[src/srts_params.svh]
`ifndef SRTS_PARAMS_SVH
`define SRTS_PARAMS_SVH
`define SRTS_CLK_PERIOD_NS 50
`define SRTS_CTRL_PERIOD_NS 1000000
`define SRTS_ADDR_CTRL 8'h00
`define SRTS_ADDR_ACCEL1 8'h04
`define SRTS_ADDR_DECEL1 8'h08
`define SRTS_ADDR_ACCEL2 8'h0C
`define SRTS_ADDR_DECEL2 8'h10
`define SRTS_ADDR_ACCEL3 8'h14
`define SRTS_ADDR_DECEL3 8'h18
`define SRTS_ADDR_REF_SPEED 8'h1C
`define SRTS_ADDR_SPEED_CMD 8'h20
`define SRTS_ADDR_STATUS 8'h24
`define SRTS_ADDR_OUTPUTS 8'h28
`define SRTS_ADDR_GAIN_CAL 8'h2C
`define SRTS_CTRL_RES_BIT 0
`define SRTS_CTRL_MODE_LSB 1
`define SRTS_CTRL_VF_BIT 3
`define SRTS_CTRL_PCS_BIT 4
`define SRTS_REF_SPEED_RST 12'h5DC
`define SRTS_REF_SPEED_MIN 12'h001
`define SRTS_SPEED_MAX 12'hE10
`define SRTS_TIME_RST 16'h0032
`define SRTS_TIME_MAX 16'h8CA0
`define SRTS_DECEL_SAME 16'h270F
`define SRTS_GAIN_CAL_RST 16'h0000
`define SRTS_MS_PER_COUNT_COARSE 8'h64
`define SRTS_MS_PER_COUNT_FINE 8'h0A
`define SRTS_VF_MIN_MS 24'h00001E
`define SRTS_VF_SUB_MS 24'h000028
`define SRTS_FRAC 16
`define SRTS_SPEED_W 12
`endif

[src/srts_pkg.sv]
package srts_pkg;
  typedef enum logic [1:0] {
    SRTS_MODE_SPEED,
    SRTS_MODE_TORQUE,
    SRTS_MODE_POSITION,
    SRTS_MODE_RSVD
  } srts_mode_t;
  typedef enum logic [1:0] {
    SRTS_SET_FIRST,
    SRTS_SET_SECOND,
    SRTS_SET_THIRD
  } srts_set_t;
  typedef enum logic {
    SRTS_DIV_IDLE,
    SRTS_DIV_RUN
  } srts_div_state_t;
endpackage

[src/srts_top.sv]
// Decided for this implementation: the register offsets and the APB register port.
`timescale 1ns/100ps
`include "srts_params.svh"
module srts_top import srts_pkg::*; #(
  parameter int CTRL_TICK_CYCLES = `SRTS_CTRL_PERIOD_NS / `SRTS_CLK_PERIOD_NS
) (
  input wire logic pclk,
  input wire logic presetn,
  input wire logic psel,
  input wire logic penable,
  input wire logic pwrite,
  input wire logic [7:0] paddr,
  input wire logic [31:0] pwdata,
  output logic [31:0] prdata,
  output logic pready,
  output logic pslverr,
  input wire logic second_set_select,
  input wire logic third_set_select,
  output logic [11:0] speed_ref_out,
  output logic [11:0] speed_limit_out,
  output logic [1:0] active_set_out
);
  localparam int TW = $clog2(CTRL_TICK_CYCLES + 1);
  localparam int SW = `SRTS_SPEED_W;

  //////////////////////////////////////////////////////////////////////////////
  // contact inputs and control tick
  logic sec_s, thr_s;
  srts_sync #(.WIDTH(1)) u_sync_second (
    .pclk(pclk),
    .presetn(presetn),
    .async_in(second_set_select),
    .sync_out(sec_s)
  );
  srts_sync #(.WIDTH(1)) u_sync_third (
    .pclk(pclk),
    .presetn(presetn),
    .async_in(third_set_select),
    .sync_out(thr_s)
  );

  logic [TW-1:0] tick_cnt, next_tick_cnt;
  logic tick;
  always_comb begin
    tick = (tick_cnt == TW'(CTRL_TICK_CYCLES - 1));
    next_tick_cnt = tick ? '0 : tick_cnt + 1'b1;
  end
  always_ff @(posedge pclk or negedge presetn) begin
    if (!presetn) begin
      tick_cnt <= '0;
    end else begin
      tick_cnt <= next_tick_cnt;
    end
  end

  //////////////////////////////////////////////////////////////////////////////
  // register file
  logic ramp_time_resolution, vf_control, position_command_source;
  logic [1:0] mode_field;
  logic [15:0] accel_time_first, decel_time_first, accel_time_second;
  logic [15:0] decel_time_second, accel_time_third, decel_time_third;
  logic [SW-1:0] ramp_reference_speed, speed_command;
  logic [15:0] speed_input_gain_calibration;
  logic next_res, next_vf, next_pcs;
  logic [1:0] next_mode;
  logic [15:0] next_a1, next_d1, next_a2, next_d2, next_a3, next_d3, next_gain;
  logic [SW-1:0] next_ref, next_cmd;
  logic [31:0] next_prdata;
  logic next_pslverr;
  logic wr_en, setup, mapped;
  logic [31:0] status_word, output_word;
  logic [31:0] acc;
  logic [1:0] active_set;
  logic settled, dir_up;
  srts_mode_t mode;

  function automatic logic [15:0] clamp_time(input logic [15:0] v);
    clamp_time = (v > `SRTS_TIME_MAX) ? `SRTS_TIME_MAX : v;
  endfunction
  function automatic logic [SW-1:0] clamp_speed(input logic [SW-1:0] v, input logic no_zero);
    clamp_speed = v;
    if (v > `SRTS_SPEED_MAX) begin
      clamp_speed = `SRTS_SPEED_MAX;
    end else if (no_zero && v < `SRTS_REF_SPEED_MIN) begin
      clamp_speed = `SRTS_REF_SPEED_MIN;
    end
  endfunction

  always_comb begin
    wr_en = psel && penable && pwrite;
    setup = psel && !penable;
    mapped = (paddr <= `SRTS_ADDR_GAIN_CAL) && (paddr[1:0] == 2'b00);
    status_word = {24'h000000, 1'b0, 1'b0, dir_up, settled, 2'b00, active_set};
    output_word = {4'h0, speed_limit_out, 4'h0, speed_ref_out};
    next_res = ramp_time_resolution;
    next_vf = vf_control;
    next_pcs = position_command_source;
    next_mode = mode_field;
    next_a1 = accel_time_first;
    next_d1 = decel_time_first;
    next_a2 = accel_time_second;
    next_d2 = decel_time_second;
    next_a3 = accel_time_third;
    next_d3 = decel_time_third;
    next_ref = ramp_reference_speed;
    next_cmd = speed_command;
    next_gain = speed_input_gain_calibration;
    next_prdata = prdata;
    next_pslverr = 1'b0;
    if (setup) begin
      next_pslverr = !mapped;
      unique case (paddr)
        `SRTS_ADDR_CTRL: next_prdata = {27'h0000000, position_command_source, vf_control,
                                        mode_field, ramp_time_resolution};
        `SRTS_ADDR_ACCEL1: next_prdata = {16'h0000, accel_time_first};
        `SRTS_ADDR_DECEL1: next_prdata = {16'h0000, decel_time_first};
        `SRTS_ADDR_ACCEL2: next_prdata = {16'h0000, accel_time_second};
        `SRTS_ADDR_DECEL2: next_prdata = {16'h0000, decel_time_second};
        `SRTS_ADDR_ACCEL3: next_prdata = {16'h0000, accel_time_third};
        `SRTS_ADDR_DECEL3: next_prdata = {16'h0000, decel_time_third};
        `SRTS_ADDR_REF_SPEED: next_prdata = {20'h00000, ramp_reference_speed};
        `SRTS_ADDR_SPEED_CMD: next_prdata = {20'h00000, speed_command};
        `SRTS_ADDR_STATUS: next_prdata = status_word;
        `SRTS_ADDR_OUTPUTS: next_prdata = output_word;
        `SRTS_ADDR_GAIN_CAL: next_prdata = {16'h0000, speed_input_gain_calibration};
        default: next_prdata = 32'h00000000;
      endcase
    end else begin
      next_pslverr = pslverr;
    end
    if (wr_en) begin
      unique case (paddr)
        // resolution, mode, V/F and position-source fields move, counts stay
        `SRTS_ADDR_CTRL: begin
          next_res = pwdata[`SRTS_CTRL_RES_BIT];
          next_mode = pwdata[`SRTS_CTRL_MODE_LSB +: 2];
          next_vf = pwdata[`SRTS_CTRL_VF_BIT];
          next_pcs = pwdata[`SRTS_CTRL_PCS_BIT];
        end
        `SRTS_ADDR_ACCEL1: next_a1 = clamp_time(pwdata[15:0]);
        `SRTS_ADDR_DECEL1: next_d1 = clamp_time(pwdata[15:0]);
        `SRTS_ADDR_ACCEL2: next_a2 = clamp_time(pwdata[15:0]);
        `SRTS_ADDR_DECEL2: next_d2 = clamp_time(pwdata[15:0]);
        `SRTS_ADDR_ACCEL3: next_a3 = clamp_time(pwdata[15:0]);
        `SRTS_ADDR_DECEL3: next_d3 = clamp_time(pwdata[15:0]);
        `SRTS_ADDR_REF_SPEED: next_ref = clamp_speed(pwdata[SW-1:0], 1'b1);
        `SRTS_ADDR_SPEED_CMD: next_cmd = clamp_speed(pwdata[SW-1:0], 1'b0);
        `SRTS_ADDR_GAIN_CAL: next_gain = pwdata[15:0];
        default: next_cmd = speed_command;
      endcase
    end
  end

  always_ff @(posedge pclk or negedge presetn) begin
    if (!presetn) begin
      ramp_time_resolution <= 1'b0;
      vf_control <= 1'b0;
      position_command_source <= 1'b1;
      mode_field <= 2'b00;
      accel_time_first <= `SRTS_TIME_RST;
      decel_time_first <= `SRTS_TIME_RST;
      accel_time_second <= `SRTS_TIME_RST;
      decel_time_second <= `SRTS_DECEL_SAME;
      accel_time_third <= `SRTS_TIME_RST;
      decel_time_third <= `SRTS_DECEL_SAME;
      ramp_reference_speed <= `SRTS_REF_SPEED_RST;
      speed_command <= '0;
      speed_input_gain_calibration <= `SRTS_GAIN_CAL_RST;
      prdata <= 32'h00000000;
      pslverr <= 1'b0;
    end else begin
      ramp_time_resolution <= next_res;
      vf_control <= next_vf;
      position_command_source <= next_pcs;
      mode_field <= next_mode;
      accel_time_first <= next_a1;
      decel_time_first <= next_d1;
      accel_time_second <= next_a2;
      decel_time_second <= next_d2;
      accel_time_third <= next_a3;
      decel_time_third <= next_d3;
      ramp_reference_speed <= next_ref;
      speed_command <= next_cmd;
      speed_input_gain_calibration <= next_gain;
      prdata <= next_prdata;
      pslverr <= next_pslverr;
    end
  end
  assign pready = 1'b1;

  //////////////////////////////////////////////////////////////////////////////
  // set selection and effective time
  logic hold_set;
  logic [1:0] requested_set, next_active_set;
  logic [15:0] accel_sel, decel_raw, decel_sel, time_sel;
  logic [23:0] time_ms, eff_ms;
  logic [31:0] target_acc;

  always_comb begin
    mode = (mode_field == 2'b01) ? SRTS_MODE_TORQUE :
           (mode_field == 2'b10) ? SRTS_MODE_POSITION : SRTS_MODE_SPEED;
    target_acc = {4'h0, speed_command, 16'h0000};
    settled = (acc == target_acc);
    dir_up = (acc < target_acc);
    requested_set = thr_s ? SRTS_SET_THIRD : (sec_s ? SRTS_SET_SECOND : SRTS_SET_FIRST);
    // in position mode with contact-conditional source, defer set change until ramp settles
    hold_set = (mode == SRTS_MODE_POSITION) && !position_command_source && !settled;
    next_active_set = hold_set ? active_set : requested_set;
    accel_sel = accel_time_first;
    decel_raw = decel_time_first;
    if (active_set == SRTS_SET_SECOND) begin
      accel_sel = accel_time_second;
      decel_raw = decel_time_second;
    end else if (active_set == SRTS_SET_THIRD) begin
      accel_sel = accel_time_third;
      decel_raw = decel_time_third;
    end
    decel_sel = ((active_set != SRTS_SET_FIRST) && (decel_raw == `SRTS_DECEL_SAME)) ?
                accel_sel : decel_raw;
    time_sel = dir_up ? accel_sel : decel_sel;
    time_ms = time_sel * (ramp_time_resolution ? `SRTS_MS_PER_COUNT_FINE :
                                                 `SRTS_MS_PER_COUNT_COARSE);
    eff_ms = (vf_control && time_ms <= `SRTS_VF_MIN_MS) ? `SRTS_VF_SUB_MS : time_ms;
  end

  always_ff @(posedge pclk or negedge presetn) begin
    if (!presetn) begin
      active_set <= SRTS_SET_FIRST;
    end else begin
      active_set <= next_active_set;
    end
  end

  //////////////////////////////////////////////////////////////////////////////
  // ramp generator
  logic div_busy, div_done;
  logic [31:0] div_q, step, next_step, next_acc, gap;
  logic [11:0] next_ref_out, next_lim_out;

  srts_divider #(.W(32)) u_div (
    .pclk(pclk),
    .presetn(presetn),
    .start(!div_busy),
    .dividend({4'h0, ramp_reference_speed, 16'h0000}),
    .divisor({8'h00, eff_ms}),
    .busy(div_busy),
    .done(div_done),
    .quotient(div_q)
  );

  always_comb begin
    next_step = div_done ? div_q : step;
    next_acc = acc;
    gap = dir_up ? (target_acc - acc) : (acc - target_acc);
    // step per tick, clipped at target
    if (tick && !settled) begin
      if (eff_ms == '0 || gap <= step) begin
        next_acc = target_acc;
      end else begin
        next_acc = dir_up ? acc + step : acc - step;
      end
    end
    // ramp drives reference or torque limit
    next_ref_out = (mode != SRTS_MODE_TORQUE) ? acc[`SRTS_FRAC +: 12] : 12'h000;
    next_lim_out = (mode == SRTS_MODE_TORQUE) ? acc[`SRTS_FRAC +: 12] : 12'h000;
  end

  always_ff @(posedge pclk or negedge presetn) begin
    if (!presetn) begin
      step <= 32'h00000000;
      acc <= 32'h00000000;
      speed_ref_out <= 12'h000;
      speed_limit_out <= 12'h000;
    end else begin
      step <= next_step;
      acc <= next_acc;
      speed_ref_out <= next_ref_out;
      speed_limit_out <= next_lim_out;
    end
  end
  assign active_set_out = active_set;

  //////////////////////////////////////////////////////////////////////////////
  // checks
  property p_third_wins;
    @(posedge pclk) disable iff (!presetn)
      (thr_s && !hold_set) |=> (active_set == SRTS_SET_THIRD);
  endproperty
  a_third_wins: assert property (p_third_wins) else $error("third set not taken");

  property p_second_set;
    @(posedge pclk) disable iff (!presetn)
      (sec_s && !thr_s && !hold_set) |=> (active_set == SRTS_SET_SECOND);
  endproperty
  a_second_set: assert property (p_second_set) else $error("second set not taken");

  property p_hold_set;
    @(posedge pclk) disable iff (!presetn)
      hold_set |=> $stable(active_set);
  endproperty
  a_hold_set: assert property (p_hold_set) else $error("set changed while held");

  property p_decel_borrow;
    @(posedge pclk) disable iff (!presetn)
      (active_set == SRTS_SET_THIRD && decel_time_third == `SRTS_DECEL_SAME)
        |-> (decel_sel == accel_time_third);
  endproperty
  a_decel_borrow: assert property (p_decel_borrow) else $error("decel 9999 not mapped");

  property p_vf_floor;
    @(posedge pclk) disable iff (!presetn)
      (vf_control && time_sel <= 16'h0003 && ramp_time_resolution) |-> (eff_ms == 24'h000028);
  endproperty
  a_vf_floor: assert property (p_vf_floor) else $error("vf floor missing");

  property p_no_overshoot;
    @(posedge pclk) disable iff (!presetn)
      (tick && dir_up && $stable(speed_command)) |=> (acc <= $past(target_acc) && acc > $past(acc));
  endproperty
  a_no_overshoot: assert property (p_no_overshoot) else $error("ramp step wrong");

  property p_ref_range;
    @(posedge pclk) disable iff (!presetn)
      (ramp_reference_speed >= 12'h001) && (ramp_reference_speed <= 12'hE10);
  endproperty
  a_ref_range: assert property (p_ref_range) else $error("reference out of range");

  property p_torque_limit;
    @(posedge pclk) disable iff (!presetn)
      (mode == SRTS_MODE_TORQUE) |=> (speed_limit_out == $past(acc[27:16]) && speed_ref_out == 0);
  endproperty
  a_torque_limit: assert property (p_torque_limit) else $error("torque limit wrong");

  property p_res_keeps;
    @(posedge pclk) disable iff (!presetn)
      (ramp_time_resolution != $past(ramp_time_resolution)) |-> $stable(accel_time_first);
  endproperty
  a_res_keeps: assert property (p_res_keeps) else $error("counts changed on rescale");

  property p_gain_kept;
    @(posedge pclk) disable iff (!presetn)
      $changed(ramp_reference_speed) |-> $stable(speed_input_gain_calibration);
  endproperty
  a_gain_kept: assert property (p_gain_kept) else $error("gain moved with reference");
endmodule

[src/srts_sync.sv]
`timescale 1ns/100ps
module srts_sync #(
  parameter int WIDTH = 1
) (
  input wire logic pclk,
  input wire logic presetn,
  input wire logic [WIDTH-1:0] async_in,
  output logic [WIDTH-1:0] sync_out
);
  logic [WIDTH-1:0] stage1;
  always_ff @(posedge pclk or negedge presetn) begin
    if (!presetn) begin
      stage1 <= '0;
      sync_out <= '0;
    end else begin
      stage1 <= async_in;
      sync_out <= stage1;
    end
  end
endmodule

[src/srts_divider.sv]
`timescale 1ns/100ps
module srts_divider import srts_pkg::*; #(
  parameter int W = 32
) (
  input wire logic pclk,
  input wire logic presetn,
  input wire logic start,
  input wire logic [W-1:0] dividend,
  input wire logic [W-1:0] divisor,
  output logic busy,
  output logic done,
  output logic [W-1:0] quotient
);
  localparam int CW = $clog2(W);
  srts_div_state_t state, next_state;
  logic [W:0] rem, next_rem;
  logic [W-1:0] quo, next_quo, dvs, next_dvs, next_quotient;
  logic [CW-1:0] cnt, next_cnt;
  logic next_done;
  logic [W:0] shifted;
  logic [W:0] trial;

  always_comb begin
    next_state = state;
    next_rem = rem;
    next_quo = quo;
    next_dvs = dvs;
    next_cnt = cnt;
    next_done = 1'b0;
    next_quotient = quotient;
    shifted = {rem[W-1:0], quo[W-1]};
    trial = shifted - {1'b0, dvs};
    unique case (state)
      SRTS_DIV_IDLE: begin
        if (start) begin
          next_state = SRTS_DIV_RUN;
          next_rem = '0;
          next_quo = dividend;
          next_dvs = divisor;
          next_cnt = CW'(W - 1);
        end
      end
      SRTS_DIV_RUN: begin
        // division by zero yields all ones, the fastest ramp
        if (!trial[W]) begin
          next_rem = trial;
          next_quo = {quo[W-2:0], 1'b1};
        end else begin
          next_rem = shifted;
          next_quo = {quo[W-2:0], 1'b0};
        end
        next_cnt = cnt - 1'b1;
        if (cnt == '0) begin
          next_state = SRTS_DIV_IDLE;
          next_done = 1'b1;
          next_quotient = next_quo;
        end
      end
    endcase
  end

  always_ff @(posedge pclk or negedge presetn) begin
    if (!presetn) begin
      state <= SRTS_DIV_IDLE;
      rem <= '0;
      quo <= '0;
      dvs <= '0;
      cnt <= '0;
      done <= 1'b0;
      quotient <= '0;
    end else begin
      state <= next_state;
      rem <= next_rem;
      quo <= next_quo;
      dvs <= next_dvs;
      cnt <= next_cnt;
      done <= next_done;
      quotient <= next_quotient;
    end
  end

  assign busy = (state == SRTS_DIV_RUN);
endmodule

[config.mk]
export PLATFORM = sky130hd
export DESIGN_NAME = srts_top
export DESIGN_NICKNAME = d
export VERILOG_FILES = /design/src/srts_pkg.sv /design/src/srts_top.sv /design/src/srts_sync.sv /design/src/srts_divider.sv
export VERILOG_INCLUDE_DIRS = /design/src
export SDC_FILE = /design/constraint.sdc
export NUM_CORES = 1
export LEC_CHECK = 0
export BUFFER_PORTS_ARGS = -buffer_cell sky130_fd_sc_hd__buf_4
export CORE_ASPECT_RATIO = 0.9
export CORE_UTILIZATION = 55
export CTS_CLUSTER_DIAMETER = 40
export DETAILED_ROUTE_END_ITERATION = 7
export PLACE_DENSITY = 0.79
export SLEW_MARGIN = 20
export SYNTH_ARGS = -nofsm -noshare
export SYNTH_HDL_FRONTEND = slang
export SYNTH_SLANG_ARGS = --single-unit
[constraint.sdc]
create_clock -name pclk -period 7.7 [get_ports pclk]
set_input_delay 1.54 -clock pclk [delete_from_list [all_inputs] [get_ports pclk]]
set_output_delay 1.54 -clock pclk [all_outputs]
set_load 0.02 [all_outputs]
; After elaboration in Yosys (flattened, before gate mapping)
; Index checks and enable logic that the tools add are counted.
[word_totals]
ff_bits = 410
in_bits = 47
output_inout_bits = 60
elab_cells = 131
[op_classes]
n_addsub = 7
n_mul = 1
order_cmp = 7
eq_ne = 21
n_mux = 32
bitwise = 1
n_reduce_logical = 30
[ops]
columns = operator, n
row1 = $pmux 28 s12, 1
row2 = $mux 32, 4
row3 = $pmux 32 s2, 2
row4 = $mux 16, 7
row5 = $mux 12, 5
row6 = $sub 33x24->33, 1
row7 = $add 32x32->32, 1
row8 = $eq 32x28->1, 1
row9 = $eq 8x5->1 const B, 4
row10 = $eq 8x6->1 const B, 4
row11 = $le 32x32->1, 1
row12 = $lt 32x28->1, 1
row13 = $sub 28x32->32, 1
row14 = $sub 32x28->32, 1
row15 = $sub 32x32->32, 1
row16 = $logic_not 24->1, 1
row17 = $le 23x5->1 const B, 1
row18 = $mul 16x7->23, 1
row19 = $mux 23, 1
row20 = $reduce_and 2->1, 11
row21 = $eq 16x14->1 const B, 1
row22 = $eq 8x4->1 const B, 2
row23 = $gt 16x16->1 const B, 1
row24 = $add 15x1->15 const B, 1
row25 = 23 further kinds, 44

; Logic depth before layout (Yosys ltp)
[depth]
ltp_word = 14
ltp_mapped = 31
depth_no_buf = 29

; Modules after synthesis
; A second synthesis with hierarchy kept.
[unflattened]
hier_cells = 2900
hier_area_um2 = 26480.4
[modules_own_cells]
columns = mod, n_inst, cells_each, area_per_inst_um2, seq_area_each_um2
row1 = srts_top, 1, 2092, 18982.0, 6926.6
row2 = srts_divider, 1, 804, 7398.3, 3378.2
row3 = srts_sync, 2, 2, 50.0, 50.0

; Worst setup path before layout
; OpenSTA, ideal clock, no wires.
[synth_path]
path_kind = reg-to-reg
startpoint = reg speed_command[9]
endpoint = reg acc[31]
setup_ps = 79
arrival_ps = 7470
required_ps = 7621
path_slack_ps = 150
stages_incl_launch_ff = 31
synth_period_minus_slack_ps = 7550
path_cell_list = dfrtp_1 > inv_1 > ha_1 > clkbuf_1 > a21o_1 > a21o_1 > a21o_1 > a311o_1 > buf_2 > o21ai_4 > clkbuf_1 > mux2i_1 > nor2_1 > or2_2 > ha_1 > inv_1 > fa_1 > inv_1 > fa_1 > ha_1 > ha_1 > a211o_1 > a21oi_1 > a21boi_2 > a311o_1 > a2111oi_2 > o21ai_1 > and3b_1 > a31oi_4 > or4b_1 > mux2i_1
[synth_via]
elab_chain_cells = 9
elab_cells_between_ends = 17
cone_classes = add/sub (2) / mul (1) / order compare (3) / eq/ne (1) / mux (5) / reduce/logical (5)
[synth_rtl]
columns = element, line_no
row1 = "start, declared", srts_top.sv:62  ; logic [SW-1:0] ramp_reference_speed, speed_command;
row2 = "start signal, assigned", srts_top.sv:183  ; speed_command <= next_cmd;
row3 = $lt 32x28->1, srts_top.sv:204  ; dir_up = (acc < target_acc);
row4 = $mux 16, srts_top.sv:220  ; time_sel = dir_up ? accel_sel : decel_sel;
row5 = $mul 16x7->23, srts_top.sv:221  ; time_ms = time_sel * (ramp_time_resolution ? `SRTS_MS_PER_COUNT_FINE :
row6 = $le 23x5->1 (no line), -
row7 = $logic_and 1x1->1 (no line), -
row8 = $mux 23, srts_top.sv:223  ; eff_ms = (vf_control && time_ms <= `SRTS_VF_MIN_MS) ? `SRTS_VF_SUB_MS : time_ms;
row9 = $logic_not 24->1, srts_top.sv:257  ; if (eff_ms == '0 || gap <= step) begin
row10 = $logic_or 1x1->1, srts_top.sv:257
row11 = $mux 32, srts_top.sv:257
row12 = "end signal, assigned", srts_top.sv:276  ; acc <= next_acc;
row13 = "end, declared", srts_top.sv:72  ; logic [31:0] acc;
; Several ways; a longest one is shown, not always the timed one.
; A chain may end at the register's enable or synchronous reset.

; Worst setup path in the final report
[layout_path]
startpoint = reg active_set[0], in the netlist active_set_out[0]
endpoint = reg acc[20]
[layout_via]
elab_chain_cells = 14
elab_cells_between_ends = 18
cone_classes = mul (1) / order compare (1) / eq/ne (3) / mux (8) / reduce/logical (5)
[layout_rtl]
columns = element, line_no
row1 = "start, declared", srts_top.sv:73  ; logic [1:0] active_set;
row2 = "start signal, assigned", srts_top.sv:230  ; active_set <= next_active_set;
row3 = $eq 2x2->1, srts_top.sv:214  ; end else if (active_set == SRTS_SET_THIRD) begin
row4 = $mux 16, srts_top.sv:214
row5 = $mux 16, srts_top.sv:211  ; if (active_set == SRTS_SET_SECOND) begin
row6 = $eq 16x14->1 (no line), -
row7 = $logic_and 1x1->1, srts_top.sv:218  ; decel_sel = ((active_set != SRTS_SET_FIRST) && (decel_raw == `SRTS_DECEL_SAME)) ?
row8 = $mux 16, srts_top.sv:218
row9 = $mux 16 (*), srts_top.sv:220
row10 = $mul 16x7->23 (*), srts_top.sv:221
row11 = $le 23x5->1 (no line), -
row12 = $logic_and 1x1->1 (no line), -
row13 = $mux 23 (*), srts_top.sv:223
row14 = $logic_not 24->1 (*), srts_top.sv:257
row15 = $logic_or 1x1->1 (*), srts_top.sv:257
row16 = $mux 32 (*), srts_top.sv:257
; Every way passes the cells marked *; elsewhere a longest branch is shown, timed or not.

==> flow_results.org <==
** Synth
- During synthesis, Yosys emitted a total of 0 warnings.
- Sequential fraction of the synthesis area :: 40.2%
- In this run, distinct cell masters in the synthesized netlist total 78.
- Post-synth top cells :: 373 x sky130_fd_sc_hd__nand2_1, 368 x sky130_fd_sc_hd__dfrtp_1, 234 x sky130_fd_sc_hd__o21ai_0, 188 x sky130_fd_sc_hd__ha_1, 165 x sky130_fd_sc_hd__nor2_1
- Number of enable flip-flop cells after synthesis :: 0
- Flip-flop cell with the highest count after synthesis :: sky130_fd_sc_hd__dfrtp_1
- Top area cells in the synthesized netlist :: sky130_fd_sc_hd__dfrtp_1 36%, sky130_fd_sc_hd__ha_1 9.3%, sky130_fd_sc_hd__nand2_1 5.5%
- The cell count after synthesis came out at 2694.
- After synthesis the netlist holds a flip-flop and latch count of 404.
- Post-Syn Area per Cell :: 9.38 µm²
- Of all cell types, the one taking the most synthesized area is sky130_fd_sc_hd__dfrtp_1.
- The share of synthesized area in the top cell type comes to 36.5%.
- In the synthesized netlist the async set-or-reset flop fraction comes to 100%.
- Cell with the most instances after synthesis :: sky130_fd_sc_hd__nand2_1
- After synthesis the cells add up to 25300 µm².

** Power
- In this run the static leakage power is 13.9 nW.
- The design draws 7.86 mW.
- P per Cell Area :: 261 nW/µm²
- Worst vdd rail ir drop :: 260 µV

** Setup path
- Req. time, crit path :: 8140 ps
- Worst reg2reg path endpoint :: acc[20]
- Slowest stage cell, crit path :: sky130_fd_sc_hd__fa_1
- Measured in cells, the most critical reg-to-reg path has a length of 33.
- Slowest Stage Delay on Critical Path :: 570 ps
- STA classifies the critical path endpoint as a register.
- Crit Path Class :: reg2reg
- Largest driver fanout on the critical path :: 25
- Worst path most repeated cell :: sky130_fd_sc_hd__buf_4
- The startpoint identified for the worst register-to-register timing path is active_set_out[0].
- Number of buffers and inverters on the critical path :: 10
- Worst endpoint data arrival time :: 8100 ps
- Largest delay share family, worst path :: compound AO/OA/AOI/OAI gates
- Kind of launch point of the worst setup path :: register
- FF-to-FF setup slack :: 40 ps

** Placed design
- Once placement completed, the tool counted placed cells totaling 3391.
- HPWL after detailed placement :: 51100 µm
- At the end of routability-driven placement, the weighted congestion stood at 0.965.
- Number of port buffers :: 85

** Floorplan
- Rows :: 74
- For this configuration, the core starts out at a cell density of 55.7%.
- The die covers 46800 µm².
- Number of I/O pins :: 107
- Measured along the x axis, the die boundary spans 228 µm.
- Core footprint :: 45400 µm²
- Die span in y :: 205 µm

** Final layout
- Number of nets in the layout :: 3126
- In the final layout, flip-flops and latches occupy 10200 µm².
- Combined area of the multi-input logic cells :: 14800 µm²
- After filler insertion, the fill cell instance count of the layout stands at 3483.
- The post-route netlist has 19.3% of its cells at a drive strength greater than 1.
- Number of cells in the finished layout apart from fillers :: 3521
- Relative to the synthesized area, the layout overhead comes to 19.3%.

** Worst hold path
- Hold depth :: 0
- Startpoint of the most critical hold path :: u_sync_third.stage1
- Hold EP :: u_sync_third.sync_out
- Hold WC Path Type :: reg2reg

** Job
- Reported max-cap violation count :: 0

** Global routing
- Wire length of the first global-routing pass :: 114000 µm
- The initial antenna violation count is 1.
- The total overflow left after global routing is 0.
- The number of global-route vias before repair is 21561.
- Pin count of the biggest net entering global routing :: 180
- Overall fraction of global-route tracks in use :: 30.6%

** STA
- The final-report max-slew violation count was 0.
- Final Hold Vio Count :: 0
- Period utilization :: 99.5%
- After routing, the total negative slack on setup checks comes to 0 ps.
- Final count of negative-setup-slack endpoints :: 0
- Final Skew :: 38.5 ps
- Counting I/O delays and the setup requirement, the final critical path takes 7660 ps.
- Measured against its own limit, the worst slew margin works out to 20.0%.
- At the pin with the least slew margin, the transition time is 1200 ps.
- Timing would allow up to 131 MHz.

** Drt
- Drt first pass iters :: 7
- Average vias per placed instance :: 6.23
- Met3 wire length :: 6170 µm
- Routed len/inst :: 21.0 µm
- Met2 Wirelength :: 33700 µm
- After detailed routing, the number of remaining DRC violations is 0.
- Top Metal Used :: met4
- Number of vias in the routed layout :: 21937
- The detail route stage leaves a number of antenna-violating nets equal to 0.
- The routed design has 74100 µm of wire.
- Length of routed wiring on met1 :: 30300 µm
- Number of violations reported at the end of detailed-routing iteration 0 :: 2153

** Clock network
- Cell at the root of the clock tree :: sky130_fd_sc_hd__clkbuf_16
- # H-tree levels :: 2
- Total of hold buffers inserted after clock tree synthesis :: 0
- Clock tree synthesis inserted a total of 59 buffers.
- Clock Sinks :: 404
- Clock input transition at the sequential cells of the worst setup and hold paths :: 70 ps
- In this run the deepest clock path goes through 3 buffers.
- TritonCTS clock tree :: done
- Insertion delay to the later sink of the worst-skew pair :: 620 ps

** Status
- Run status :: finished, final reports clean
==> registers in the layout, summed over array words and instances (netlist names), 5 cells and up <==
name and count:
acc 32, accel_time_first 16, accel_time_second 16, accel_time_third 16, decel_time_first 16, decel_time_second 16, decel_time_third 16, prdata 28
ramp_reference_speed 12, speed_command 12, speed_input_gain_calibration 16, speed_limit_out 12, speed_ref_out 12, step 32, tick_cnt 15, u_div.cnt 5
u_div.dvs 22, u_div.quo 32, u_div.quotient 32, u_div.rem 32
==> layer usage <==
metal | global-route usage (%) | up-vias
met5 | 0 | -
met4 | 16.2 | 0
met3 | 5.49 | 256
met2 | 48.5 | 1065
met1 | 40.2 | 10664
li1 | - | 9952
==> cells by family (layout without fill, tap and decap cells) <==
logic type / after synthesis / count (layout) / share of synthesized area (%)
flip-flops: 404 / 404 / 40.2
other: 2 / 8 / 0.0297
AO/OA/AOI/OAI: 694 / 694 / 18.0
AND/OR/NAND/NOR: 830 / 830 / 15.2
multiplexers: 150 / 150 / 6.24
XOR/XNOR: 136 / 136 / 4.71
buffers and inverters: 262 / 475 / 4.10
adder cells (fa/ha/maj): 216 / 216 / 11.5
==> worst max-delay path by stage <==
| stage | slack, ps | startpoint | cells past startpoint | to |
|---|---|---|---|---|
| 4_1_cts | 5 | active_set_out[0] | 30 | acc[27] |
| 3_3_place_gp | -210 | active_set_out[0] | 29 | acc[27] |
| 6_report | 40 | active_set_out[0] | 33 | acc[20] |
| 2_1_floorplan | 150 | speed_command[9] | 30 | acc[31] |
| 3_5_place_dp | -240 | active_set_out[0] | 29 | acc[27] |
| 5_1_grt | -130 | active_set_out[0] | 31 | acc[20] |
==> final cells by class <==
| type | instances | area share, % |
|---|---|---|
| Clock buffer | 66 | 5.08 |
| Multi-Input combinational cell | 2032 | 49.1 |
| Inverter | 119 | 1.48 |
| Tap cell | 608 | 2.52 |
| Clock inverter | 43 | 1.51 |
| Sequential cell | 404 | 33.7 |
| Timing Repair Buffer | 247 | 6.62 |
| Antenna cell | 2 | 0.0166 |
==> what timing repair did <==
item | CTS | global route
pin swaps | 2 | 51
setup endpoints to repair | 32 | 37
buffers inserted | 4 | 14
gates cloned | 0 | 1
gates resized for setup | 7 | 106
==> power by group <==
part / switching [mW] / total, mW / internal, mW
registers: 0.212 / 2.64 / 2.42
clock network: 1.10 / 2.71 / 1.61
logic: 1.45 / 2.52 / 1.07
total: 2.76 / 7.86 / 5.10
==> metrics by stage <==
step / area, µm² / setup slack [ps] / hold WS, ps / utilization (%)
floorplan: 25300 / 150 / 331 / -
global placement: 27300 / -212 / 332 / 60.2
detailed placement: 27300 / -237 / 337 / 60.2
CTS: 29400 / 5.05 / 350 / 64.7
global route: 30100 / -133 / 372 / 66.4
finish: 30100 / 37.2 / 354 / 66.5
==> cell usage in the layout, fill, tap and decap left out, types with 23 or more instances in the layout <==
master / instances
sky130_fd_sc_hd__xnor2_1: 94
sky130_fd_sc_hd__nor3_1: 33
sky130_fd_sc_hd__buf_4: 229
sky130_fd_sc_hd__dfstp_2: 36
sky130_fd_sc_hd__ha_4: 28
sky130_fd_sc_hd__a21o_1: 57
sky130_fd_sc_hd__o21ai_0: 226
sky130_fd_sc_hd__nor2b_1: 30
sky130_fd_sc_hd__nand2_1: 370
sky130_fd_sc_hd__inv_1: 119
sky130_fd_sc_hd__nor2_1: 156
sky130_fd_sc_hd__a21oi_1: 106
sky130_fd_sc_hd__dfrtp_1: 365
sky130_fd_sc_hd__nand4_1: 24
sky130_fd_sc_hd__fa_1: 26
sky130_fd_sc_hd__xor2_1: 40
sky130_fd_sc_hd__ha_1: 160
sky130_fd_sc_hd__nand3_1: 37
sky130_fd_sc_hd__mux2i_1: 84
sky130_fd_sc_hd__a22o_1: 31
sky130_fd_sc_hd__mux2_2: 57
sky130_fd_sc_hd__clkbuf_16: 60
sky130_fd_sc_hd__and2_1: 34
sky130_fd_sc_hd__a222oi_1: 23
sky130_fd_sc_hd__a211oi_1: 27
sky130_fd_sc_hd__a22oi_1: 32
sky130_fd_sc_hd__nand2b_1: 24
==> worst reg2reg max path, delay by kind of cell (launching register included) <==
| kind | cells | cell delay, ps |
|---|---|---|
| flip-flops | 1 | 490 |
| multiplexers | 2 | 400 |
| AO/OA/AOI/OAI | 9 | 1780 |
| adder cells (fa/ha/maj) | 5 | 1770 |
| AND/OR/NAND/NOR | 6 | 1190 |
| XOR/XNOR | 1 | 170 |
| buffers and inverters | 10 | 1680 |
(Power assumes the default switching activity.)
